## config.mk

```make
export PLATFORM = sky130hd
export DESIGN_NAME = srp_core
export DESIGN_NICKNAME = d
export VERILOG_FILES = /design/src/core/srp_pkg.sv /design/src/core/srp_evt_if.sv /design/src/core/srp_pin_sync.sv /design/src/core/srp_core.sv
export SDC_FILE = /design/constraint.sdc
export NUM_CORES = 2
export LEC_CHECK = 0
export BUFFER_PORTS_ARGS = -buffer_cell sky130_fd_sc_hd__buf_2
export CAP_MARGIN = 20
export CORE_MARGIN = 3
export CORE_UTILIZATION = 55
export CTS_BUF_LIST = sky130_fd_sc_hd__clkbuf_4
export DETAILED_ROUTE_END_ITERATION = 8
export PLACE_DENSITY = 0.72
export SKIP_CTS_REPAIR_TIMING = 1
export SLEW_MARGIN = 40
export SYNTH_ARGS = -nofsm -noshare
export SYNTH_HDL_FRONTEND = slang
export SYNTH_SLANG_ARGS = --single-unit
export TNS_END_PERCENT = 100
```

## constraint.sdc

```tcl
create_clock -name core_clk -period 2.72 [get_ports core_clk]
set_input_delay 0.136 -clock core_clk [delete_from_list [all_inputs] [get_ports core_clk]]
set_output_delay 0.136 -clock core_clk [all_outputs]
set_load 0.1 [all_outputs]
```

## src/core/srp_pkg.sv

```systemverilog
/*
 * constants, state encoding and timing counts of the serial register port.
 * assumes a single 200 MHz core clock; the host drives the serial pins.
 */
package srp_pkg;

    // frame layout, msb first: payload, register index, chip code
    localparam int          FRAME_BITS   = 40;
    localparam int          PAYLOAD_BITS = 30;
    localparam int          INDEX_BITS   = 7;
    localparam int          CODE_BITS    = 3;
    localparam int          CNT_BITS     = 6;   // holds 0..40
    localparam logic [5:0]  FRAME_LEN    = 6'h28;
    localparam int          IDX_LSB      = 3;   // index position in frame
    localparam int          PAYLOAD_LSB  = 10;  // payload position in frame

    // this device answers only to chip code 111b
    localparam logic [2:0]  CHIP_CODE    = 3'h7;

    // register 0: read pointer in [6:0], soft reset in [7]
    localparam logic [6:0]  CTRL_REG     = 7'h00;
    localparam int          SOFT_RST_BIT = 7;
    localparam int          CTRL_BITS    = 8;
    localparam logic [7:0]  CTRL_DEFAULT = 8'h00;
    localparam logic [29:0] REG_DEFAULT  = 30'h0000_0000;

    // power-on reset delay, counted in core clock cycles
    localparam int          CLK_PERIOD_PS = 5000;
    localparam int          POR_TIME_US   = 250;
    localparam int          POR_CYCLES    =
        POR_TIME_US * 1000 * 1000 / CLK_PERIOD_PS;

    // frame sequencer states, one-hot
    typedef enum logic [2:0] {
        ST_RESET = 3'h1,   // power-on delay running
        ST_IDLE  = 3'h2,   // select high, waiting for a frame
        ST_FRAME = 3'h4    // select low, bits moving
    } srp_state_e;

endpackage

```

## src/core/srp_evt_if.sv

```systemverilog
/*
 * events carried from the pin synchroniser to the frame logic.
 * assumes both ends run on core_clk; every pulse is one core cycle wide.
 */
`timescale 1ns/1ps
interface srp_evt_if;
    logic sck_rise;    // pulse: serial clock rising edge seen
    logic sel_active;  // level: port select held low
    logic sel_start;   // pulse: port select fell
    logic sel_end;     // pulse: port select rose
    logic sdi_bit;     // level: input line, aligned with sck_rise

    modport src (output sck_rise, sel_active, sel_start, sel_end, sdi_bit);
    modport dst (input  sck_rise, sel_active, sel_start, sel_end, sdi_bit);
endinterface

```

## src/core/srp_pin_sync.sv

```systemverilog
/*
 * two-flop synchronisers and edge detection for the serial pins.
 * assumes pins are asynchronous to core_clk and the serial clock runs
 * well below a quarter of the core clock.
 */
`timescale 1ns/1ps
module srp_pin_sync (
    input  wire logic core_clk,
    input  wire logic resetn,
    input  wire logic sck,
    input  wire logic port_select_n,
    input  wire logic sdi,
    srp_evt_if.src    evt
);

    // stage 1 feeds stage 2 only; edges compare stage 2 with stage 3
    typedef struct packed {
        logic [2:0] meta;   // first flops: {sck, select, sdi}
        logic [2:0] sync;   // second flops
        logic [1:0] prev;   // delayed {sck, select} for edges
    } srp_sync_s;

    localparam srp_sync_s SYNC_RST = '{meta: 3'h2, sync: 3'h2, prev: 2'h1};

    srp_sync_s st;       // registered state
    srp_sync_s next_st;  // next value

    // shift the pins through the chain
    always_comb begin
        next_st      = st;
        next_st.meta = {sck, port_select_n, sdi};
        next_st.sync = st.meta;
        next_st.prev = st.sync[2:1];
    end

    // select idles high so a reset never fakes a frame start
    always_ff @(posedge core_clk or negedge resetn) begin
        if (!resetn) begin
            st <= SYNC_RST;
        end else begin
            st <= next_st;
        end
    end

    // sdi shares the sck latency, so it is valid on the rising event
    assign evt.sck_rise   = st.sync[2] & ~st.prev[1];
    assign evt.sel_active = ~st.sync[1];
    assign evt.sel_start  = ~st.sync[1] & st.prev[0];
    assign evt.sel_end    = st.sync[1] & ~st.prev[0];
    assign evt.sdi_bit    = st.sync[0];

endmodule

```

## src/core/srp_core.sv

```systemverilog
/*
 * serial register port: 40-bit frames, readback through a read pointer,
 * soft reset through register 0 and a power-on reset delay.
 * assumes the host is the serial master; sdo is a tri-state pin resolved
 * outside from sdo and sdo_oe.
 */
`timescale 1ns/1ps
// Behaviour
// [RL1] every frame is forty serial clocks
// [RL2] input bits sampled on rising serial clock
// [RL3] first rising edge after select captures msb
// [RL4] thirty payload bits captured first, msb first
// [RL5] seven index bits follow, msb first
// [RL6] last three bits are chip code 111
// [RL7] select rise after forty edges commits write
// [RL8] host reads using two frames via register 0
// [RL9] host puts index in payload, zero index
// [RL10] readback shifts data, index, code msb first
// [RL11] output changes on rising, host samples falling
// [RL12] output driven only in frame after addressing
// [RL13] read frame payload also stored on select rise
// [RL14] host addresses register 0 in readback frame
// [RL15] host keeps select low for forty bits
// [RL16] writing 80h then 00h soft resets
// [RL17] power-on reset delay about 250 us
// [RL18] register 0 bit 7 holds soft reset
// [RL19] register 0 bits 6..0 are read pointer
// [RL20] wrong chip code frames are ignored
module srp_core #(
    parameter int          NUM_REGS   = 32,               // stored registers
    parameter int          POR_CYCLES = srp_pkg::POR_CYCLES,
    parameter logic [21:0] CHIP_ID    = 22'h15A5A5        // arbitrary value
) (
    input  wire logic        core_clk,
    input  wire logic        resetn,
    input  wire logic        sck,
    input  wire logic        port_select_n,
    input  wire logic        sdi,
    output logic             sdo,
    output logic             sdo_oe,
    output logic             reg_wr_pulse,
    output logic [6:0]       reg_wr_index,
    output logic [29:0]      reg_wr_data,
    output logic             core_reset
);

    srp_evt_if evt ();  // synchronised pin events

    srp_pin_sync u_sync (
        .core_clk      (core_clk),
        .resetn        (resetn),
        .sck           (sck),
        .port_select_n (port_select_n),
        .sdi           (sdi),
        .evt           (evt)
    );

    // whole state of the frame logic and its register file
    typedef struct packed {
        srp_pkg::srp_state_e         fsm;        // sequencer state
        logic [31:0]                 por_cnt;    // power-on delay count
        logic [5:0]                  bit_cnt;    // rising edges this frame
        logic [39:0]                 in_sr;      // frame shifted in
        logic [39:0]                 out_sr;     // readback shifted out
        logic                        sdo;        // output pin value
        logic                        sdo_oe;     // output pin enable
        logic                        addressed;  // last frame was ours
        logic [7:0]                  ctrl;       // register 0 contents
        logic [NUM_REGS-1:0][29:0]   regs;       // registers 1 and up
        logic                        wr_pulse;   // commit strobe
        logic [6:0]                  wr_index;   // committed index
        logic [29:0]                 wr_data;    // committed payload
    } srp_core_s;

    localparam srp_core_s CORE_RST = '{
        fsm:      srp_pkg::ST_RESET,
        por_cnt:  32'h0000_0000,
        bit_cnt:  6'h00,
        in_sr:    40'h00_0000_0000,
        out_sr:   40'h00_0000_0000,
        sdo:      1'b0,
        sdo_oe:   1'b0,
        addressed: 1'b0,
        ctrl:     srp_pkg::CTRL_DEFAULT,
        regs:     {NUM_REGS{srp_pkg::REG_DEFAULT}},
        wr_pulse: 1'b0,
        wr_index: 7'h00,
        wr_data:  30'h0000_0000
    };

    srp_core_s st;       // registered state
    srp_core_s next_st;  // next value

    // word returned for a register index; register 0 carries the id on top
    function automatic logic [29:0] read_word(input srp_core_s s,
                                              input logic [6:0] idx);
        logic [29:0] w;
        w = srp_pkg::REG_DEFAULT;
        if (idx == srp_pkg::CTRL_REG) begin
            w = {CHIP_ID, s.ctrl};
        end else if (32'(idx) < NUM_REGS) begin
            w = s.regs[idx];
        end
        return w;
    endfunction

    wire logic [6:0] rx_index = st.in_sr[srp_pkg::IDX_LSB +: 7];   // see [RL5]
    wire logic [2:0] rx_code  = st.in_sr[2:0];                     // see [RL6]
    wire logic       rx_valid = (st.bit_cnt == srp_pkg::FRAME_LEN) &&
                                (rx_code == srp_pkg::CHIP_CODE);

    // frame sequencing, register commit, readback and reset handling
    always_comb begin
        next_st          = st;
        next_st.wr_pulse = 1'b0;
        case (st.fsm)
            srp_pkg::ST_RESET: begin
                // registers stay at defaults until the delay expires
                next_st.por_cnt = st.por_cnt + 32'h0000_0001;
                if (st.por_cnt == 32'(POR_CYCLES - 1)) begin  // see [RL17]
                    next_st.fsm = srp_pkg::ST_IDLE;
                end
            end
            srp_pkg::ST_IDLE: begin
                if (evt.sel_start) begin                      // see [RL3]
                    next_st.fsm     = srp_pkg::ST_FRAME;
                    next_st.bit_cnt = 6'h00;
                    next_st.sdo     = 1'b0;
                    // drive only when the previous frame was ours
                    next_st.sdo_oe  = st.addressed;           // see [RL12]
                    // pointer picks the word, then index and code
                    next_st.out_sr  = {read_word(st, st.ctrl[6:0]),
                                       st.ctrl[6:0],
                                       srp_pkg::CHIP_CODE};   // see [RL10] [RL19]
                end
            end
            srp_pkg::ST_FRAME: begin
                if (evt.sel_end) begin
                    next_st.fsm       = srp_pkg::ST_IDLE;
                    next_st.sdo       = 1'b0;
                    next_st.sdo_oe    = 1'b0;
                    // short or foreign frames leave nothing behind; clocks past forty are ignored
                    next_st.addressed = rx_valid;             // see [RL20]
                    if (rx_valid) begin                       // see [RL7] [RL13]
                        next_st.wr_pulse = 1'b1;
                        next_st.wr_index = rx_index;
                        next_st.wr_data  = st.in_sr[39:srp_pkg::PAYLOAD_LSB];
                        if (rx_index == srp_pkg::CTRL_REG) begin
                            next_st.ctrl = st.in_sr[17:10];   // see [RL18]
                        end else if (32'(rx_index) < NUM_REGS) begin
                            next_st.regs[rx_index] = st.in_sr[39:10];
                        end
                    end
                end
            end
            default: begin
                next_st = CORE_RST;
            end
        endcase

        // rising serial edge: take one input bit, and present one output bit while sdo_oe is set
        if (next_st.fsm == srp_pkg::ST_FRAME && !evt.sel_end &&
            evt.sck_rise && next_st.bit_cnt < srp_pkg::FRAME_LEN) begin // see [RL1]
            next_st.in_sr   = {next_st.in_sr[38:0], evt.sdi_bit}; // see [RL2] [RL4]
            next_st.bit_cnt = next_st.bit_cnt + 6'h01;
            if (next_st.sdo_oe) begin                         // see [RL11]
                next_st.sdo    = next_st.out_sr[39];
                next_st.out_sr = {next_st.out_sr[38:0], 1'b0};
            end
        end

        // soft reset holds every other register at its default
        if (next_st.ctrl[srp_pkg::SOFT_RST_BIT]) begin        // see [RL16]
            next_st.regs = {NUM_REGS{srp_pkg::REG_DEFAULT}};
        end
    end

    // one register stage for the whole state
    always_ff @(posedge core_clk or negedge resetn) begin
        if (!resetn) begin
            st <= CORE_RST;
        end else begin
            st <= next_st;
        end
    end

    assign sdo          = st.sdo;
    assign sdo_oe       = st.sdo_oe;
    assign reg_wr_pulse = st.wr_pulse;
    assign reg_wr_index = st.wr_index;
    assign reg_wr_data  = st.wr_data;
    // downstream logic sits in reset during the delay or a soft reset
    assign core_reset   = (st.fsm == srp_pkg::ST_RESET) ||
                          st.ctrl[srp_pkg::SOFT_RST_BIT];
endmodule

```

======== Word level (Yosys, flattened, before mapping) ========
Cells that the tools add are included.
storage, ports and cells
  register bits after elaboration ......... 1138
  bits of input ports ..................... 5
  output and inout port bits .............. 41
  logic and storage cells ................. 124
operators by class
  $add $sub $neg .......................... 2
  order comparisons ....................... 6
  eq/ne operators ......................... 16
  mux-type cells .......................... 27
  bitwise operators ....................... 7
  reduce and logical (&&, ||, !) cells .... 17
operators with widths
  kind                   number
  $mux 960               3
  $pmux 1007 s2          1
  $mux 1009              1
  $mux 1006              1
  $bwmux 960             1
  $bmux 30 s5            1
  $demux 30 s5           1
  $mux 30                4
  $mux 87                1
  $pmux 40 s2            1
  $pmux 32 s2            1
  $mux 42                1
  $mux 41                1
  $mux 40                1
  $add 32x1->32 const B  1
  $eq 32x16->1 const B   1
  $lt 7x6->1 const B     4
  $logic_not 7->1        2
  $ne 3x3->1 const B     4
  $pmux 6 s2             1
  $eq 3x3->1 const B     3
  $mux 3                 3
  $pmux 3 s3             1
  $mux 8                 1
  21 further kinds       35

======== Longest topological paths before layout ========
  depth after elaboration ................. 12
  depth in mapped cells ................... 13
  depth with buffers taken out ............ 9

======== By module ========
From an unflattened synthesis, not the netlist that was laid out.
second synthesis, totals
  cell total of the unflattened synthesis .. 4799
  area, all modules ....................... 51724.6 um^2
by module, submodules not included
  module        instances  cells each  area each (um^2)  seq. area each (um^2)
  srp_core      1          4787        51495.6           28278.4
  srp_pin_sync  1          12          229.0             203.9

======== Least setup slack after synthesis ========
Ideal clock, no wire load.
  path type ............................... register to register
  start point ............................. register st[998] (netlist bit)
  end point ............................... register st[1046] (netlist bit)
  library setup time ...................... 0.139 ns
  data arrival time ....................... 2.507 ns
  data required time ...................... 2.581 ns
  slack ................................... 0.074 ns
  cell stages (with the launch flop) ...... 10
  path buffers ............................ 4
  clock period less this slack ............ 2.646 ns
  path through ............................ dfrtp_1 buf_2 buf_2 buf_2 buf_2 mux4_2 a22oi_1 nand3_1 a221oi_1 mux2i_1
RTL lines
  item                      RTL line         text
  start: declaration        srp_core.sv:91   srp_core_s st;
  start signal: assignment  srp_core.sv:183  st <= next_st;

======== Final worst setup path ========
  start point ............................. register st[1091] (netlist bit)
  end point ............................... register st[92] (netlist bit)
between the ends
  word-level cells in the longest chain between the ends .. 7
  elaborated cells between the ends (all ways) .. 12
  classes of those cells .................. eq/ne: 6; mux: 4; reduce/logical: 2
ends and longest elaborated chain
  item                                                       RTL line         text
  $eq 6x6->1 *                                               srp_core.sv:109  wire logic rx_valid = (st.bit_cnt == srp_pkg::FRAME_LEN) &&
  $logic_and 1x1->1 *                                        srp_core.sv:109
  $mux 1006                                                  srp_core.sv:144  if (rx_valid) begin
  $mux 1009                                                  srp_core.sv:138  if (evt.sel_end) begin
  $pmux 1007 s2                                              srp_core.sv:116  case (st.fsm)
  $ne 3x3->1 (no line) / $ne 2x1->1 (equally long branches)  -
  $reduce_and 5->1 (no line)                                 -
Mark *: on every way between the ends. The rest lies on a longest branch, timed or not. The select of a mux whose other input is x is not followed.
A chain may end at the register's enable or synchronous reset.

==> impl_metrics.ini <==
[routing]
antenna_left = 0
wl_met3_mm = 17.3
m1WireLength_mm = 62.8
wl_per_cell_um = 26.1
num_vias = 42540
top_layer = met5
dr_wl_met2_mm = 75.6
drc = 0
drt_iter0_markers = 5372
via_per_inst = 6.71
drt_wl_total_mm = 165
first_pass_iters = 8

[grt]
antenna_found_initial = 4
grt_max_degree = 121
grt-ovfl-total = 0
grt_pass1_vias = 40444
grt_first_pass_wirelength_mm = 234
grt_use_total_pct = 30.8

[timing]
fin_crit_ps = 2990
fin_crit_sh_pct = 110
hold_slack_ps = 237
slew_viol_final = 0
setup_ws_ps = -270
max_freq_mhz = 335
hold_viol_final = 0
worst_slew_pin_slew_ps = 743
setup_viol = 955
final.setup.tns_ps = -88560
rsz0062_at_grt = true
max-slew-margin-rel_pct = 50.3
clock_skew_ps = 93.0

[finish]
postLayoutCoreUtil_pct = 65.8
fillCellCount = 6873
drive_gt1_share_pct = 24.7
layout-area-overhead-vs-synth_pct = 18.1
instances_no_fill = 6339
nNetsFinal = 4946
fin_area_um2 = 60700

[worst_hold_path]
hp-start = sdi
worstHoldEndpoint = u_sync.next_st[2]
hp-class = input port to register
min_path_cells = 3

[logic_synthesis]
async_flop_share_pct = 100
synth.distinct_cells = 70
synthCells = 4721
yosysWarnings = 0
syn_area_um2 = 51400
synth_area_per_cell_um2 = 10.9
synth_nets = 4728
ys.flop_type = dfrtp_1
synth.yosys.seq_area_share_pct = 55.4
ys_ff_latch = 1138
synth_enable_flop_cells = 0

[cts]
path_clk_slew_ps = 70
numCtsBuffers = 302
cts-root-buf = clkbuf_4
cts_max_path_buffers = 4
clkSinkCount = 1138
cts_tree = built
cts_max_level = 5
worstSkewPairLatency_ps = 1160

[worst_setup_path]
required_ps = 3760
critPathBufInv = 5
cp_slowest_cell = dfrtp_1
rr_worst_depth = 12
crit_start = st[1091]
worst_r2r_endpoint = st[92]
startpoint_type = register
r2r-start = st[1091]
path_max_fanout = 29
worst_path_dominant_cell_family = simple AND/OR/NAND/NOR gates
critPathMaxStageDelay_ps = 400
r2r_slack_ps = -270
crit_chain = nor4bb_2 > buf_4 > nand4_1 > buf_4 > or2_4 > nor4b_4 > a211o_4 > clkbuf_16 > buf_12 > clkbuf_16 > nand3_1 > o21ai_1
worst-setup-path-type = register to register
end_kind = register
crit_arrival_ps = 4030

[floorplanning]
dieArea_um2 = 97200
die_h_um = 312
die_w_um = 312
initial_core_util_pct = 55.7
core_area_um2 = 92200
fp-row-count = 111
ios = 46

[run_status]
outcome = complete, but fails checks
violations = setup timing

[placed_design]
dp_worst_setup_slack_ps = -255
place_hpwl_mm = 94.3
gp_congestion = 0.871
io_buffers = 45
place_area_um2 = 55100
placed_cells = 5786

[pwr]
peakVddDrop_mv = 0.534
fin_total_pwr_mw = 31.3
leakagePower_nw = 25.8
power_density_nw_per_um2 = 515

[flow_run]
cap_violations = 0
-- logic make-up (layout without fill, tap and decap cells) --
group / after synthesis / after routing / synth area share (%)
mux: 336 / 336 / 11.8
compound gates: 1316 / 1317 / 14.2
flops: 1138 / 1138 / 55.4
other cells: 0 / 4 / 0
simple gates: 1342 / 1342 / 13.0
xor+xnor: 5 / 5 / 0.0852
fa+ha+maj: 2 / 2 / 0.0487
buf+inv: 582 / 952 / 5.45
-- synthesized netlist by cell type, drive strengths merged, types with 10 or more instances --
cell	count	area share, %
mux4	215	9.4
nor2b	16	0.19
o21a	32	0.47
nor2	43	0.32
nand2b	13	0.16
nand4	32	0.39
mux2i	108	2.1
a31oi	18	0.22
a21oi	72	0.70
buf	286	3.3
a221oi	10	0.17
dfrtp	1134	55
nor3	32	0.32
o21ai	987	9.6
and3	10	0.12
mux2	13	0.28
a22oi	55	0.80
a22o	58	0.99
a211oi	15	0.22
o22ai	24	0.29
nand2	184	1.3
clkbuf	288	2.1
nand3	963	9.4
-- worst register-to-register path, stage by stage (launching register included) --
cell	delay, ps
dfrtp_1	400
nor4bb_2	320
buf_4	160
nand4_1	150
buf_4	200
or2_4	250
nor4b_4	340
a211o_4	270
clkbuf_16	230
buf_12	170
clkbuf_16	240
nand3_1	130
o21ai_1	120
-- layout by cell type (no fill, tap or decap), drive strengths merged, types with 13 or more instances in the layout --
cell,Yosys,routed
mux4,215,215
nor2b,16,16
mux2i,108,108
nand2,184,184
mux2,13,13
a31oi,18,18
clkinv,0,33
nand4,32,32
o21a,32,32
a21oi,72,72
nand3,963,963
o22ai,24,24
a22oi,55,55
buf,286,440
a211oi,15,15
o21ai,987,987
clkbuf,288,452
inv,8,16
nor3,32,32
dfrtp,1134,1134
nor2,43,43
nand2b,13,13
a22o,58,58
-- worst max-delay path by stage --
stage,endpoint,cells past startpoint
2_1_floorplan,st[1046],9
3_3_place_gp,st[1046],9
3_5_place_dp,st[646],11
4_1_cts,core_reset,6
5_1_grt,st[746],12
6_report,st[92],12
-- report_power, final --
group / leakage [nW] / switching (mW) / total [mW] / internal (mW)
Sequential: 15.9 / 0.00347 / 16.9 / 16.9
Clock: 2.02 / 6.82 / 13.9 / 7.10
Combinational: 7.91 / 0.354 / 0.416 / 0.0624
Total: 25.8 / 7.18 / 31.3 / 24.1
-- flip-flops by register name, summed over array words and instances, names as in the netlist --
name and cells:
u_sync.st 2, reg_wr_pulse 1, rx_code 3, rx_index 7
u_sync.next_st 5, st 1080, u_sync.evt.sdi_bit 1, sdo 1
reg_wr_data 30, sdo_oe 1, reg_wr_index 7
-- routing by layer --
layer  global-route usage, %  up-vias
met5                       0        -
met4                    13.7        4
met3                    6.30      657
met2                    47.9     2668
met1                    42.3    21231
li1                        -    17980
-- area by class of cell --
cell class	count	area, um^2	share of cell area (%)
inverters	8	30.0	0.0495
repair buffers	487	6520	10.7
flip-flops and latches	1138	28500	46.9
clock buffers	413	3100	5.11
well taps	1243	1560	2.56
multi-input cells	3002	20800	34.2
clock inverters	44	228	0.375
diodes	4	10.0	0.0165
(Power assumes the default switching activity.)
